## src/rtl/rsc_pkg.sv

```systemverilog
package rsc_pkg;
    // ------------------------------------------------------------------
    // Register byte addresses
    // ------------------------------------------------------------------
    localparam logic [7:0] ADDR_PIN_FUNC   = 8'h00;
    localparam logic [7:0] ADDR_CAUSE      = 8'h04;
    localparam logic [7:0] ADDR_BOR_LEVEL  = 8'h08;
    localparam logic [7:0] ADDR_FLASH_CTRL = 8'h0c;
    localparam logic [7:0] ADDR_WDT_CTRL   = 8'h10;
    localparam logic [7:0] ADDR_STATUS     = 8'h14;

    // ------------------------------------------------------------------
    // Codes and reset values
    // ------------------------------------------------------------------
    localparam logic [7:0] PIN_FUNC_GPIO   = 8'h55;
    localparam logic [7:0] PIN_FUNC_CLEAR  = 8'haa;
    localparam logic [7:0] BOR_1V7         = 8'h66;
    localparam logic [7:0] BOR_1V9         = 8'h55;
    localparam logic [7:0] BOR_2V55        = 8'h33;
    localparam logic [7:0] BOR_3V15        = 8'h99;
    localparam logic [7:0] BOR_3V8         = 8'haa;
    localparam logic [7:0] BOR_OFF         = 8'hf0;
    localparam logic [7:0] FLASH_RESET_KEY = 8'h55;
    localparam logic [4:0] WDT_DISABLE     = 5'h15;
    localparam logic [4:0] WDT_ENABLE      = 5'h0a;
    localparam logic [7:0] WDT_CTRL_RESET  = 8'h53;

    // ------------------------------------------------------------------
    // Cause flag bit positions
    // ------------------------------------------------------------------
    localparam int FLAG_WDT_CTRL = 0;
    localparam int FLAG_BOR_SEL  = 1;
    localparam int FLAG_UNDERV   = 2;
    localparam int FLAG_PIN_SEL  = 3;

    // ------------------------------------------------------------------
    // Delays in system clock cycles (50 MHz)
    // ------------------------------------------------------------------
    localparam int SYS_CLK_MHZ       = 50;
    localparam int SOFT_RESET_NS     = 100;
    localparam int PIN_RELEASE_NS    = 200;
    localparam int BOR_FILTER_NS     = 200;
    localparam int SOFT_RESET_CYC    =
        (SOFT_RESET_NS * SYS_CLK_MHZ + 999) / 1000;
    localparam int PIN_RELEASE_CYC   =
        (PIN_RELEASE_NS * SYS_CLK_MHZ + 999) / 1000;
    localparam int BOR_FILTER_CYC    =
        (BOR_FILTER_NS * SYS_CLK_MHZ + 999) / 1000;
    localparam int CNT_W             = 16;

    typedef enum logic [1:0] {
        ST_RUN,
        ST_RESET,
        ST_HOLD
    } rsc_state_t;
endpackage

```

## src/rtl/rsc_reset_control.sv

```systemverilog
`timescale 1ns/1ps
// How it works
// - Power-on clears program counter to zero
// - Power-on loads port data, direction ones
// - Code 55h GPIO, AAh active-low clear pin
// - Other pin codes reset after soft delay
// - Pin select powers up at 55h
// - Bad pin code sets sticky flag
// - Qualified undervoltage sets sticky flag
// - Bad brownout code sets sticky flag
// - Supervision off in sleep and idle
// - Low voltage must outlast filter time
// - Five threshold codes, F0h disables
// - Brownout select powers up at 66h
// - Real undervoltage reset keeps brownout select
// - Bad brownout code resets, restores 66h
// - Flash control write 55h resets chip
// - Running watchdog timeout resets, sets expired
// - Sleeping timeout clears PC, SP only
// - Cause register: four flags, upper zero
// - Pin release adds start-up delay
// - Pin reset is normal operation reset
// - Bad watchdog code sets sticky flag
module rsc_reset_control
    import rsc_pkg::*;
(
    // Clock and power-on reset
    input  wire logic        sys_clk,
    input  wire logic        arst_n,
    // APB slave
    input  wire logic        psel,
    input  wire logic        penable,
    input  wire logic        pwrite,
    input  wire logic [7:0]  paddr,
    input  wire logic [31:0] pwdata,
    output logic      [31:0] prdata,
    output logic             pready,
    output logic             pslverr,
    // Supply, watchdog and mode inputs
    input  wire logic        lowVoltage,
    input  wire logic        wdtTimeout,
    input  wire logic        haltMode,
    input  wire logic        wdtClear,
    // Shared pin input
    input  wire logic        sharedPinIn,
    // Reset outputs to core
    output logic             chipReset,
    output logic             normalReset,
    output logic             pcSpClear,
    output logic             pinIsClear,
    output logic             wdtEnable,
    output logic [2:0]       brownoutLevel,
    output logic             brownoutActive
);
    // ------------------------------------------------------------------
    // Registers
    // ------------------------------------------------------------------
    logic [7:0]        pinFuncSel;
    logic [7:0]        borLevelSel;
    logic [7:0]        wdtCtrl;
    logic [3:0]        causeFlags;
    logic              expiredFlag;
    logic              haltedFlag;
    logic [CNT_W-1:0]  softCnt;
    logic [CNT_W-1:0]  borCnt;
    logic [CNT_W-1:0]  holdCnt;
    rsc_state_t        state;
    logic              haltSeen;

    // ------------------------------------------------------------------
    // Decode
    // ------------------------------------------------------------------
    wire wrAcc  = psel && penable && pwrite;
    wire wrPin  = wrAcc && (paddr == ADDR_PIN_FUNC);
    wire wrCau  = wrAcc && (paddr == ADDR_CAUSE);
    wire wrBor  = wrAcc && (paddr == ADDR_BOR_LEVEL);
    wire wrFla  = wrAcc && (paddr == ADDR_FLASH_CTRL);
    wire wrWdt  = wrAcc && (paddr == ADDR_WDT_CTRL);
    wire wrSta  = wrAcc && (paddr == ADDR_STATUS);
    wire mapped = (paddr == ADDR_PIN_FUNC) || (paddr == ADDR_CAUSE)
               || (paddr == ADDR_BOR_LEVEL) || (paddr == ADDR_FLASH_CTRL)
               || (paddr == ADDR_WDT_CTRL) || (paddr == ADDR_STATUS);

    wire pinBad = (pinFuncSel != PIN_FUNC_GPIO)
               && (pinFuncSel != PIN_FUNC_CLEAR);
    wire borOff = (borLevelSel == BOR_OFF);
    wire borBad = !borOff && (borLevelSel != BOR_1V7)
               && (borLevelSel != BOR_1V9) && (borLevelSel != BOR_2V55)
               && (borLevelSel != BOR_3V15) && (borLevelSel != BOR_3V8);
    wire wdtBad = (wdtCtrl[7:3] != WDT_DISABLE)
               && (wdtCtrl[7:3] != WDT_ENABLE);
    wire softBad   = pinBad || borBad || wdtBad;
    wire softFire  = softBad && (softCnt == CNT_W'(SOFT_RESET_CYC - 1));
    wire borSupOn  = !borOff && !borBad && !haltMode;
    wire borFire   = borSupOn && lowVoltage
                  && (borCnt == CNT_W'(BOR_FILTER_CYC));
    wire flashFire = wrFla && (pwdata[7:0] == FLASH_RESET_KEY);
    wire pinClear  = (pinFuncSel == PIN_FUNC_CLEAR) && !sharedPinIn;
    wire wdtRun    = wdtTimeout && !haltMode;
    wire wdtSleep  = wdtTimeout && haltMode;
    wire fullFire  = softFire || borFire || flashFire || wdtRun;

    // ------------------------------------------------------------------
    // Reset sequencer
    // ------------------------------------------------------------------
    always_ff @(posedge sys_clk or negedge arst_n) begin
        if (!arst_n) begin
            state   <= ST_HOLD;
            holdCnt <= '0;
        end else begin
            unique case (state)
                ST_RUN: begin
                    if (fullFire) begin
                        state <= ST_RESET;
                    end else if (pinClear) begin
                        state <= ST_RESET;
                    end
                    holdCnt <= '0;
                end
                ST_RESET: begin
                    if (!pinClear) begin
                        state <= ST_HOLD;
                    end
                    holdCnt <= '0;
                end
                ST_HOLD: begin
                    if (pinClear || fullFire) begin
                        state   <= ST_RESET;
                        holdCnt <= '0;
                    end else if (holdCnt == CNT_W'(PIN_RELEASE_CYC - 1)) begin
                        state   <= ST_RUN;
                    end else begin
                        holdCnt <= holdCnt + CNT_W'(1);
                    end
                end
            endcase
        end
    end

    // ------------------------------------------------------------------
    // Delay counters
    // ------------------------------------------------------------------
    always_ff @(posedge sys_clk or negedge arst_n) begin
        if (!arst_n) begin
            softCnt <= '0;
            borCnt  <= '0;
        end else begin
            softCnt <= (softBad && !softFire) ? softCnt + CNT_W'(1) : '0;
            borCnt  <= (borSupOn && lowVoltage && !borFire)
                     ? borCnt + CNT_W'(1) : '0;
        end
    end

    // ------------------------------------------------------------------
    // Control registers
    // ------------------------------------------------------------------
    always_ff @(posedge sys_clk or negedge arst_n) begin
        if (!arst_n) begin
            pinFuncSel  <= PIN_FUNC_GPIO;
            borLevelSel <= BOR_1V7;
            wdtCtrl     <= WDT_CTRL_RESET;
        end else begin
            if (softFire && pinBad) begin
                pinFuncSel <= PIN_FUNC_GPIO;
            end else if (wrPin) begin
                pinFuncSel <= pwdata[7:0];
            end
            // Qualified undervoltage leaves the level alone
            if (softFire && borBad) begin
                borLevelSel <= BOR_1V7;
            end else if (wrBor) begin
                borLevelSel <= pwdata[7:0];
            end
            if (softFire && wdtBad) begin
                wdtCtrl <= WDT_CTRL_RESET;
            end else if (wrWdt) begin
                wdtCtrl <= pwdata[7:0];
            end
        end
    end

    // ------------------------------------------------------------------
    // Sticky flags: hardware set wins over software clear
    // ------------------------------------------------------------------
    wire [3:0] flagSet;
    assign flagSet[FLAG_PIN_SEL]  = softFire && pinBad;
    assign flagSet[FLAG_UNDERV]   = borFire;
    assign flagSet[FLAG_BOR_SEL]  = softFire && borBad;
    assign flagSet[FLAG_WDT_CTRL] = softFire && wdtBad;
    // Software clears with zero; ones written are ignored
    wire [3:0] flagClr = wrCau ? ~pwdata[3:0] : 4'h0;

    for (genvar i = 0; i < 4; i++) begin : g_flag
        always_ff @(posedge sys_clk or negedge arst_n) begin
            if (!arst_n) begin
                causeFlags[i] <= 1'b0;
            end else begin
                causeFlags[i] <= flagSet[i] || (causeFlags[i] && !flagClr[i]);
            end
        end
    end

    always_ff @(posedge sys_clk or negedge arst_n) begin
        if (!arst_n) begin
            expiredFlag <= 1'b0;
            haltedFlag  <= 1'b0;
            haltSeen    <= 1'b0;
        end else begin
            haltSeen <= haltMode;
            if (wdtTimeout) begin
                expiredFlag <= 1'b1;
            end else if (wdtClear || (wrSta && !pwdata[0])) begin
                expiredFlag <= 1'b0;
            end
            if (wdtSleep) begin
                haltedFlag <= 1'b1;
            end else if (haltMode && !haltSeen) begin
                haltedFlag <= 1'b1;
            end else if (wdtClear || (wrSta && !pwdata[1])) begin
                haltedFlag <= 1'b0;
            end
        end
    end

    // ------------------------------------------------------------------
    // Outputs
    // ------------------------------------------------------------------
    // Core clears PC to zero and loads port registers with ones on this
    assign chipReset      = (state != ST_RUN);
    assign normalReset    = (state != ST_RUN);
    assign pcSpClear      = (state != ST_RUN) || wdtSleep;
    assign pinIsClear     = (pinFuncSel == PIN_FUNC_CLEAR);
    assign wdtEnable      = (wdtCtrl[7:3] == WDT_ENABLE);
    assign brownoutActive = borSupOn;
    assign brownoutLevel  = (borLevelSel == BOR_1V9)  ? 3'h1 :
                            (borLevelSel == BOR_2V55) ? 3'h2 :
                            (borLevelSel == BOR_3V15) ? 3'h3 :
                            (borLevelSel == BOR_3V8)  ? 3'h4 : 3'h0;

    wire [31:0] rdMux =
        (paddr == ADDR_PIN_FUNC)  ? {24'h0, pinFuncSel}  :
        (paddr == ADDR_CAUSE)     ? {28'h0, causeFlags}  :
        (paddr == ADDR_BOR_LEVEL) ? {24'h0, borLevelSel} :
        (paddr == ADDR_WDT_CTRL)  ? {24'h0, wdtCtrl}     :
        (paddr == ADDR_STATUS)    ? {30'h0, haltedFlag, expiredFlag} :
        32'h0;

    always_ff @(posedge sys_clk or negedge arst_n) begin
        if (!arst_n) begin
            prdata <= 32'h0;
        end else if (psel && !penable && !pwrite) begin
            prdata <= rdMux;
        end
    end

    assign pready  = 1'b1;
    assign pslverr = psel && penable && !mapped;
endmodule

```

## config.mk

```make
export PLATFORM = sky130hd
export DESIGN_NAME = rsc_reset_control
export DESIGN_NICKNAME = d
export VERILOG_FILES = /design/src/rtl/rsc_pkg.sv /design/src/rtl/rsc_reset_control.sv
export SDC_FILE = /design/constraint.sdc
export NUM_CORES = 1
export LEC_CHECK = 0
export BUFFER_PORTS_ARGS = -buffer_cell sky130_fd_sc_hd__clkbuf_2
export CELL_PAD_IN_SITES_DETAIL_PLACEMENT = 1
export CELL_PAD_IN_SITES_GLOBAL_PLACEMENT = 2
export CORE_MARGIN = 5
export CORE_UTILIZATION = 34
export DETAILED_ROUTE_END_ITERATION = 10
export PLACE_DENSITY_LB_ADDON = 0.12
export SLEW_MARGIN = 30
export SYNTH_ARGS = -nofsm -noshare
export SYNTH_HDL_FRONTEND = slang
export SYNTH_SLANG_ARGS = --single-unit
```

## constraint.sdc

```tcl
create_clock -name sys_clk -period 3.4 [get_ports sys_clk]
set_clock_uncertainty 0.15 [all_clocks]
set_input_delay 0.17 -clock sys_clk [delete_from_list [all_inputs] [get_ports sys_clk]]
set_output_delay 0.17 -clock sys_clk [all_outputs]
set_load 0.02 [all_outputs]
```

==> flow_summary.json, run 1 <==
{
  "htreeDepth": 3,
  "place_congestion": 0.776,
  "ant_nets": 0,
  "crit_path_end": "softCnt[12]",
  "ys_seq_elements": 89,
  "num_rows": 44,
  "wl_um": 13600,
  "final_util_pct": 39.3,
  "netlist.area_leader.share_pct": 38.3,
  "fin_area_um2": 5670,
  "setup_viol": 0,
  "drc": 0,
  "ctsResizeCount": 0,
  "overflow": 0,
  "cp_data_arrival_time_ns": 2.77,
  "firstDrtPassIters": 4,
  "ys_types": 60,
  "whs_path_depth": 3,
  "ys.flop_type": "dfrtp_1",
  "grt_max_degree": 34,
  "hpwl_um": 9980,
  "cp.required_ns": 3.46,
  "rsz0062_at_grt": "no",
  "crit_start": "borLevelSel[1]",
  "synth_async_sr_flop_share_pct": 100,
  "grt_pass1_vias": 4189,
  "drive_above_1_share_pct": 17.3,
  "relSlewSlack_pct": 47.8,
  "crit_type": "reg -> reg",
  "port_buffers": 43,
  "leakage_uw": 0.00243,
  "crit_path_max_fanout": 16,
  "vias_per_cell": 5.15,
  "clk_path_buf_depth": 2,
  "finalNonFillerCells": 767,
  "finalHoldViolations": 0,
  "fp.dieW_um": 131,
  "antenna_found_initial": 0,
  "syn_area_per_cell_um2": 9.43,
  "placed_area_um2": 5280,
  "syn_area_um2": 4970,
  "layout_commonest_cell": "dfrtp_1",
  "hold_class": "in -> reg",
  "peakVddDrop_mv": 0.238,
  "startpoint_type": "flop",
  "cts_buffers": 9,
  "final_nets": 634,
  "rr_startpoint": "borLevelSel[1]",
  "track_usage_pct": 17.2,
  "yosysTopAreaCell": "dfrtp_1",
  "syn_to_final_growth_pct": 14.0,
  "status": "finished clean",
  "die_y_um": 131,
  "start_util_pct": 34.5,
  "wl_per_cell_um": 17.7,
  "slew_viol_final": 0,
  "die_area_um2": 17100,
  "crit_path_end_kind": "flop",
  "worst_r2r_endpoint": "softCnt[12]",
  "layout_common_cells": "dfrtp_1, nand2_1, nand3_1",
  "clkSinkCount": 89,
  "clk_latency_ns": 0.35,
  "synth_area_leaders": "dfrtp_1, dfstp_2, nand3_1",
  "min_period_over_period_pct": 79.5,
  "yosysWarnings": 0,
  "ys_seq_area_share_pct": 45.1,
  "syn-instance-count": 527,
  "cts.clk_slew.worst_paths_ns": 0.07,
  "grt_first_pass_wirelength_um": 22600,
  "num_antenna_cells": 0,
  "fillCellCount": 1697,
  "dr_total_vias": 3952,
  "synth-edff-count": 0,
  "r2r_cells": 5,
  "dp.cells": 741,
  "io_pins": 93,
  "power_density_nw_per_um2": 464,
  "cts_root_buf": "clkbuf_16",
  "max_freq_mhz": 370,
  "fin_tns_setup_ns": 0,
  "core-area_um2": 14400,
  "tightestPinTransition_ns": 0.782,
  "post-route-min-period_ns": 2.70,
  "first_iter_violations": 123,
  "cap_violations": 0,
  "ff2ff_setup_slack_ns": 0.70,
  "cts_tree": "yes"
}
-- cell type report --
| class | instances | area (µm²) | share of cell area [%] |
|---|---|---|---|
| clock buffer | 11 | 233 | 4.11 |
| clock inverter | 5 | 56.3 | 0.994 |
| inverter | 16 | 60.1 | 1.06 |
| multi-input combinational | 403 | 2480 | 43.8 |
| sequential | 89 | 2240 | 39.6 |
| tap | 184 | 230 | 4.06 |
| timing repair buffer | 59 | 363 | 6.40 |
-- what timing repair did --
| item | CTS | global route |
|---|---|---|
| endpoints found under the hold margin | 43 | 0 |
| setup buffers | 0 | 0 |
| hold buffers | 10 | 0 |
| setup endpoints to repair | 0 | 0 |
-- synth_stat cells, types with 5 or more instances --
master,instances
nor4_1,9
inv_1,16
buf_4,26
nor4bb_1,6
o21ai_0,9
nor3_1,12
nand4_1,9
nor3_2,9
xor2_1,22
and3_1,9
nand2_1,62
clkbuf_1,10
ha_1,6
nor2b_1,5
nand3_1,55
xnor2_1,20
nor2_1,53
a21oi_1,23
dfrtp_1,76
dfstp_2,13
-- per-layer routing --
metal / global-route usage (%) / wire, µm / share of wire, %
met1: 23.1 / 6410 / 47
met2: 27.6 / 6420 / 47
met3: 4.59 / 533 / 3.9
met4: 4.23 / 195 / 1.4
met5: 0 / 0 / 0
-- state kept, by name (all words and copies together) (netlist names) --
register	cells
haltedFlag	1
softCnt	16
borLevelSel	8
holdCnt	16
haltSeen	1
state	2
prdata	8
causeFlags	4
wdtCtrl	8
pinFuncSel	8
expiredFlag	1
borCnt	16
-- how the worst min path moves through the flow --
| stage | start | end | slack, ns |
|---|---|---|---|
| after floorplan | arst_n | borCnt[0] | -0.28 |
| after global placement | arst_n | borCnt[10] | -0.03 |
| after detailed placement | arst_n | borCnt[10] | -0.03 |
| after CTS | pwdata[0] | wdtCtrl[0] | 0.01 |
| after global routing | pwdata[1] | borLevelSel[1] | 0.007 |
| final | pwdata[3] | wdtCtrl[3] | 0.006 |
-- report_power, final --
group          total, µW  internal (µW)  switching [µW]
Combinational        464            142             321
Sequential          1160           1120            47.1
Clock               1000            569             431
-- logic make-up after synthesis --
kind of cell	synth area share, %
AND/OR/NAND/NOR	29.1
flip-flops	45.1
AO/OA/AOI/OAI	8.73
buffers and inverters	6.72
XOR/XNOR	7.40
adder cells (fa/ha/maj)	1.51
multiplexers	1.28
other	0.151
-- metrics by stage --
stage	total power, µW	hold WS, ns	setup slack, ns
finish	2630	0.00595	0.696
global route	2770	0.00680	0.484
CTS	2670	0.0106	0.664
detailed placement	1640	-0.0281	0.680
global placement	1640	-0.0274	0.711
floorplan	1530	-0.276	0.978
-- worst max-delay path: stages, from the launching register on --
cell and delay, ns:
dfstp_2 0.57, or4bb_1 0.52, a2bb2o_4 0.28, a221oi_4 0.38, or2_1 0.54, nor2_1 0.11
Power figures use the tool's default switching activity.
==> run 2: changes to the inputs <==
==> constraint.sdc (replaced) <==
create_clock -name sys_clk -period 2.55 [get_ports sys_clk]
set_clock_uncertainty 0.15 [all_clocks]
set_input_delay 0.1275 -clock sys_clk [delete_from_list [all_inputs] [get_ports sys_clk]]
set_output_delay 0.1275 -clock sys_clk [all_outputs]
set_load 0.02 [all_outputs]
==> flow_summary.json, run 2 (synthesis gave the netlist of run 1 again) <==
{
  "critical_path.max_stage_delay_ns": 0.53,
  "port_buffers": 43,
  "track_usage_pct": 17.3,
  "num_antenna_cells": 0,
  "hold_class": "in -> reg",
  "post-route-min-period_ns": 2.50,
  "place_congestion": 0.771,
  "path_cells": "or4bb_4 -> a2bb2o_4 -> a221oi_4 -> clkbuf_8",
  "top_regs": "borCnt x16, holdCnt x16, softCnt x16",
  "crit_path_max_fanout": 5,
  "clkSinkCount": 89,
  "dr_total_vias": 3992,
  "power_uw": 3710,
  "finalNonFillerCells": 781,
  "firstDrtPassIters": 4,
  "final_nets": 648,
  "finalHoldViolations": 0,
  "cap_violations": 0,
  "tightestPinTransition_ns": 0.669,
  "cts.clk_slew.worst_paths_ns": 0.06,
  "layout_common_cells": "dfrtp_1, nand2_1, nand3_1",
  "clk_path_buf_depth": 2,
  "first_iter_violations": 136,
  "htreeDepth": 3,
  "cp_top_family": "compound AO/OA/AOI/OAI gates",
  "core-area_um2": 14400,
  "startpoint_type": "flop",
  "overflow": 0,
  "cts_buffers": 9,
  "power_density_nw_per_um2": 631,
  "wl_per_cell_um": 17.6,
  "rsz0062_at_grt": "yes",
  "drive_above_1_share_pct": 19.1,
  "grt_pass1_vias": 4253,
  "crit_type": "reg -> out",
  "fin_area_um2": 5880,
  "peakVddDrop_mv": 0.399,
  "cts_root_buf": "clkbuf_16",
  "dp.cells": 749,
  "clk_latency_ns": 0.35,
  "fp.dieW_um": 131,
  "critical_path_buf_inv_count": 1,
  "leakage_uw": 0.00253,
  "cp_data_arrival_time_ns": 2.23,
  "vias_per_cell": 5.11,
  "slew_viol_final": 0,
  "max_freq_mhz": 399,
  "hpwl_um": 10100,
  "io_pins": 93,
  "num_rows": 44,
  "drc": 0,
  "cp.required_ns": 2.27,
  "start_util_pct": 34.5,
  "slowest_stage": "dfstp_2",
  "crit_path_end_kind": "output port",
  "die_area_um2": 17100,
  "ant_nets": 0,
  "status": "finished clean",
  "placed_area_um2": 5370,
  "wl_um": 13700,
  "syn_to_final_growth_pct": 18.3,
  "grt_first_pass_wirelength_um": 22900,
  "min_period_over_period_pct": 98.2,
  "antenna_found_initial": 0,
  "die_y_um": 131,
  "setup_viol": 0,
  "grt_max_degree": 45,
  "cts_tree": "yes",
  "layout_commonest_cell": "dfrtp_1",
  "relSlewSlack_pct": 55.0
}
-- run 2: cell count changes in the layout (fill, tap and decap cells not counted), sizes merged --
cell,previous run,this run
buf,7,17
bufinv,1,2
clkinv,3,1
dlygate4sd3,10,14
clkbuf,53,55
clkinvlp,1,0
-- run 2: final timing paths --
check,start,endpoint,slack (ns),cells past startpoint
min reg2reg,state[1],state[1],0.35,2
max,borLevelSel[5],brownoutActive,0.05,4
min in group asynchronous,arst_n,borCnt[6],0.18,2
max reg2reg,borLevelSel[5],holdCnt[5],0.11,6
max in group asynchronous,arst_n,pinFuncSel[2],1.34,3
min,sharedPinIn,state[0],0.07,3
-- run 2: power breakdown --
part | switching [µW] | internal, µW
combinational | 447 | 263
clock | 563 | 886
sequential | 62.7 | 1490
-- run 2: routing by layer --
layer | routed length [µm] | vias to the layer above | global-route usage, %
li1 | - | 1933 | -
met4 | 125 | 0 | 3.81
met2 | 6610 | 52 | 28.0
met5 | 0 | - | 0
met3 | 475 | 12 | 4.47
met1 | 6510 | 1995 | 23.4
-- run 2: per-stage QoR --
stage          setup WS, ns  utilization, %  TNS, ns  hold slack, ns
6_report             0.0467            40.8        0          0.0658
5_1_grt             -0.0369            40.8  -0.0369          0.0939
4_1_cts             0.00101            40.6        0          0.0539
3_5_place_dp         0.0157            37.3        0          0.0314
3_3_place_gp         0.0921            37.3        0          0.0275
2_1_floorplan         0.128               -        0          -0.318
-- run 2: layout make-up --
class / count / area [µm²]
tap: 184 / 230
fill: 1668 / 8540
sequential: 89 / 2240
timing repair buffer: 73 / 524
inverter: 16 / 60.1
clock buffer: 13 / 250
clock inverter: 3 / 65.1
multi-input combinational: 403 / 2510
-- run 2: timing repair --
item                                    in CTS  in global routing
endpoints found under the setup margin       2                  6
endpoints found under the hold margin       71                  0
setup buffers                                1                  1
hold buffers                                14                  0
resized for setup                            3                  4
pin swaps                                    2                  3
-- run 2: worst reg2reg max path, cell delays in order (launching register included) --
cell      delay [ns]
dfstp_2         0.53
or4bb_4         0.53
a2bb2o_4        0.26
a221oi_4        0.37
o211ai_4        0.14
buf_12          0.18
nor3_1          0.19
==> run 3: changes to the inputs <==
--- a/config.mk
+++ b/config.mk
@@ -6,10 +6,10 @@
 export NUM_CORES = 1
 export LEC_CHECK = 0
 export BUFFER_PORTS_ARGS = -buffer_cell sky130_fd_sc_hd__clkbuf_2
-export CELL_PAD_IN_SITES_DETAIL_PLACEMENT = 1
-export CELL_PAD_IN_SITES_GLOBAL_PLACEMENT = 2
+export CELL_PAD_IN_SITES_DETAIL_PLACEMENT = 0
+export CELL_PAD_IN_SITES_GLOBAL_PLACEMENT = 1
 export CORE_MARGIN = 5
-export CORE_UTILIZATION = 34
+export CORE_UTILIZATION = 43
 export DETAILED_ROUTE_END_ITERATION = 10
 export PLACE_DENSITY_LB_ADDON = 0.12
 export SLEW_MARGIN = 30
==> flow_summary.json, run 3 (synthesis gave the netlist of run 1 again) <==
{
  "clkPwrFrac_pct": 38.2,
  "status": "finished clean",
  "grt_pass1_vias": 3887,
  "hold_class": "in -> reg",
  "clk_latency_ns": 0.34,
  "syn_to_final_growth_pct": 16.1,
  "setup_viol": 0,
  "io_pins": 93,
  "swShare_pct": 28.3,
  "cap_violations": 0,
  "crit_path_end_kind": "output port",
  "vias_per_cell": 5.31,
  "path_cells": "or4bb_4 -> a2bb2o_4 -> a221oi_4 -> clkbuf_8",
  "top_regs": "borCnt x16, holdCnt x16, softCnt x16",
  "finalNonFillerCells": 735,
  "crit_type": "reg -> out",
  "layout_common_cells": "dfrtp_1, nand2_1, nand3_1",
  "clk_path_buf_depth": 2,
  "cp_data_arrival_time_ns": 2.19,
  "layout_commonest_cell": "dfrtp_1",
  "core-area_um2": 11400,
  "ant_nets": 0,
  "p_sw_uw": 1020,
  "grt_max_degree": 46,
  "fillCellCount": 1078,
  "wl_um": 11600,
  "dr_total_vias": 3902,
  "fp.dieW_um": 118,
  "final_nets": 643,
  "crit_path_max_fanout": 5,
  "pre_cts_slack_ns": 0.0496,
  "startpoint_type": "flop",
  "tightestPinTransition_ns": 0.691,
  "p_seq_share_pct": 42.9,
  "setup_ws_ns": 0.0801,
  "slew_viol_final": 0,
  "post-route-min-period_ns": 2.47,
  "grt_first_pass_wirelength_um": 19500,
  "min_period_over_period_pct": 96.9,
  "cts_buffers": 9,
  "track_usage_pct": 17.2,
  "final_util_pct": 50.7,
  "power_uw": 3600,
  "drc": 0,
  "combPwrFrac_pct": 18.9,
  "max_freq_mhz": 405,
  "whs_ns": 0.0777,
  "rsz0062_at_grt": "yes",
  "port_buffers": 43,
  "wl_per_cell_um": 15.7,
  "cts.clk_slew.worst_paths_ns": 0.06,
  "cp_top_family": "compound AO/OA/AOI/OAI gates",
  "place_congestion": 0.842,
  "leakage_uw": 0.00250,
  "peakVddDrop_mv": 0.377,
  "start_util_pct": 43.7,
  "critical_path_buf_inv_count": 1,
  "num_antenna_cells": 0,
  "intPower_uw": 2580,
  "die_area_um2": 13800,
  "slowest_stage": "dfstp_2",
  "finalHoldViolations": 0,
  "htreeDepth": 3,
  "cp.required_ns": 2.27,
  "clkSinkCount": 89,
  "antenna_found_initial": 0,
  "power_density_nw_per_um2": 624,
  "dp.cells": 705,
  "first_iter_violations": 223,
  "relSlewSlack_pct": 53.5,
  "hpwl_um": 8410,
  "cts_root_buf": "clkbuf_16",
  "firstDrtPassIters": 4,
  "num_rows": 39,
  "critical_path.max_stage_delay_ns": 0.54,
  "drive_above_1_share_pct": 18.6,
  "cts_tree": "yes",
  "die_y_um": 118,
  "overflow": 0
}
[run 3: area by class of cell]
type	instances	area [µm²]	share of cell area (%)
Clock buffer	14	274	4.75
Clock inverter	2	35.0	0.607
Inverter	16	60.1	1.04
Multi-Input combinational cell	403	2490	43.2
Sequential cell	89	2240	38.9
Tap cell	143	179	3.10
Timing Repair Buffer	68	484	8.39
[run 3: what timing repair did]
| action | in CTS | in global routing |
|---|---|---|
| resized for setup | 3 | 2 |
| endpoints found under the hold margin | 70 | 0 |
| hold buffers | 13 | 0 |
| pin swaps | 0 | 2 |
| setup endpoints to repair | 1 | 26 |
| buffers inserted | 1 | 0 |
[run 3: worst paths after layout]
kind / startpoint / to / depth (start not counted) / slack [ns]
worst max register to register: borLevelSel[1] / holdCnt[5] / 6 / 0.12
min in group asynchronous: arst_n / borCnt[8] / 2 / 0.18
worst min register to register: wdtCtrl[1] / wdtCtrl[1] / 2 / 0.34
worst max-delay path: borLevelSel[1] / brownoutActive / 4 / 0.08
worst min-delay path: sharedPinIn / state[0] / 3 / 0.08
max in group asynchronous: arst_n / pinFuncSel[2] / 3 / 1.34
[run 3: worst register-to-register path: stages (launching register included)]
cell and delay, ns:
dfstp_2 0.54, or4bb_4 0.53, a2bb2o_4 0.25, a221oi_4 0.35
o211ai_4 0.14, buf_12 0.18, nor3_1 0.19
[run 3: metrics by stage]
| stage | area (µm²) | setup TNS (ns) |
|---|---|---|
| after global routing | 5770 | -0.00786 |
| after CTS | 5760 | 0 |
| after floorplan | 5060 | 0 |
| after global placement | 5300 | 0 |
| after detailed placement | 5300 | 0 |
| final | 5770 | 0 |
[run 3: routing by layer]
metal	global-route usage (%)	wire length, µm
met1	23.1	5340
met2	28.0	5660
met3	2.79	386
met4	6.24	186
met5	0	0
[run 3: power by group through the flow]
stage | clock network [µW] | registers (µW) | logic [µW]
6_report | 1370 | 1550 | 680
5_1_grt | 1470 | 1560 | 750
4_1_cts | 1410 | 1550 | 691
3_5_place_dp | 0 | 1570 | 668
3_3_place_gp | 0 | 1570 | 662
2_1_floorplan | 0 | 1580 | 464
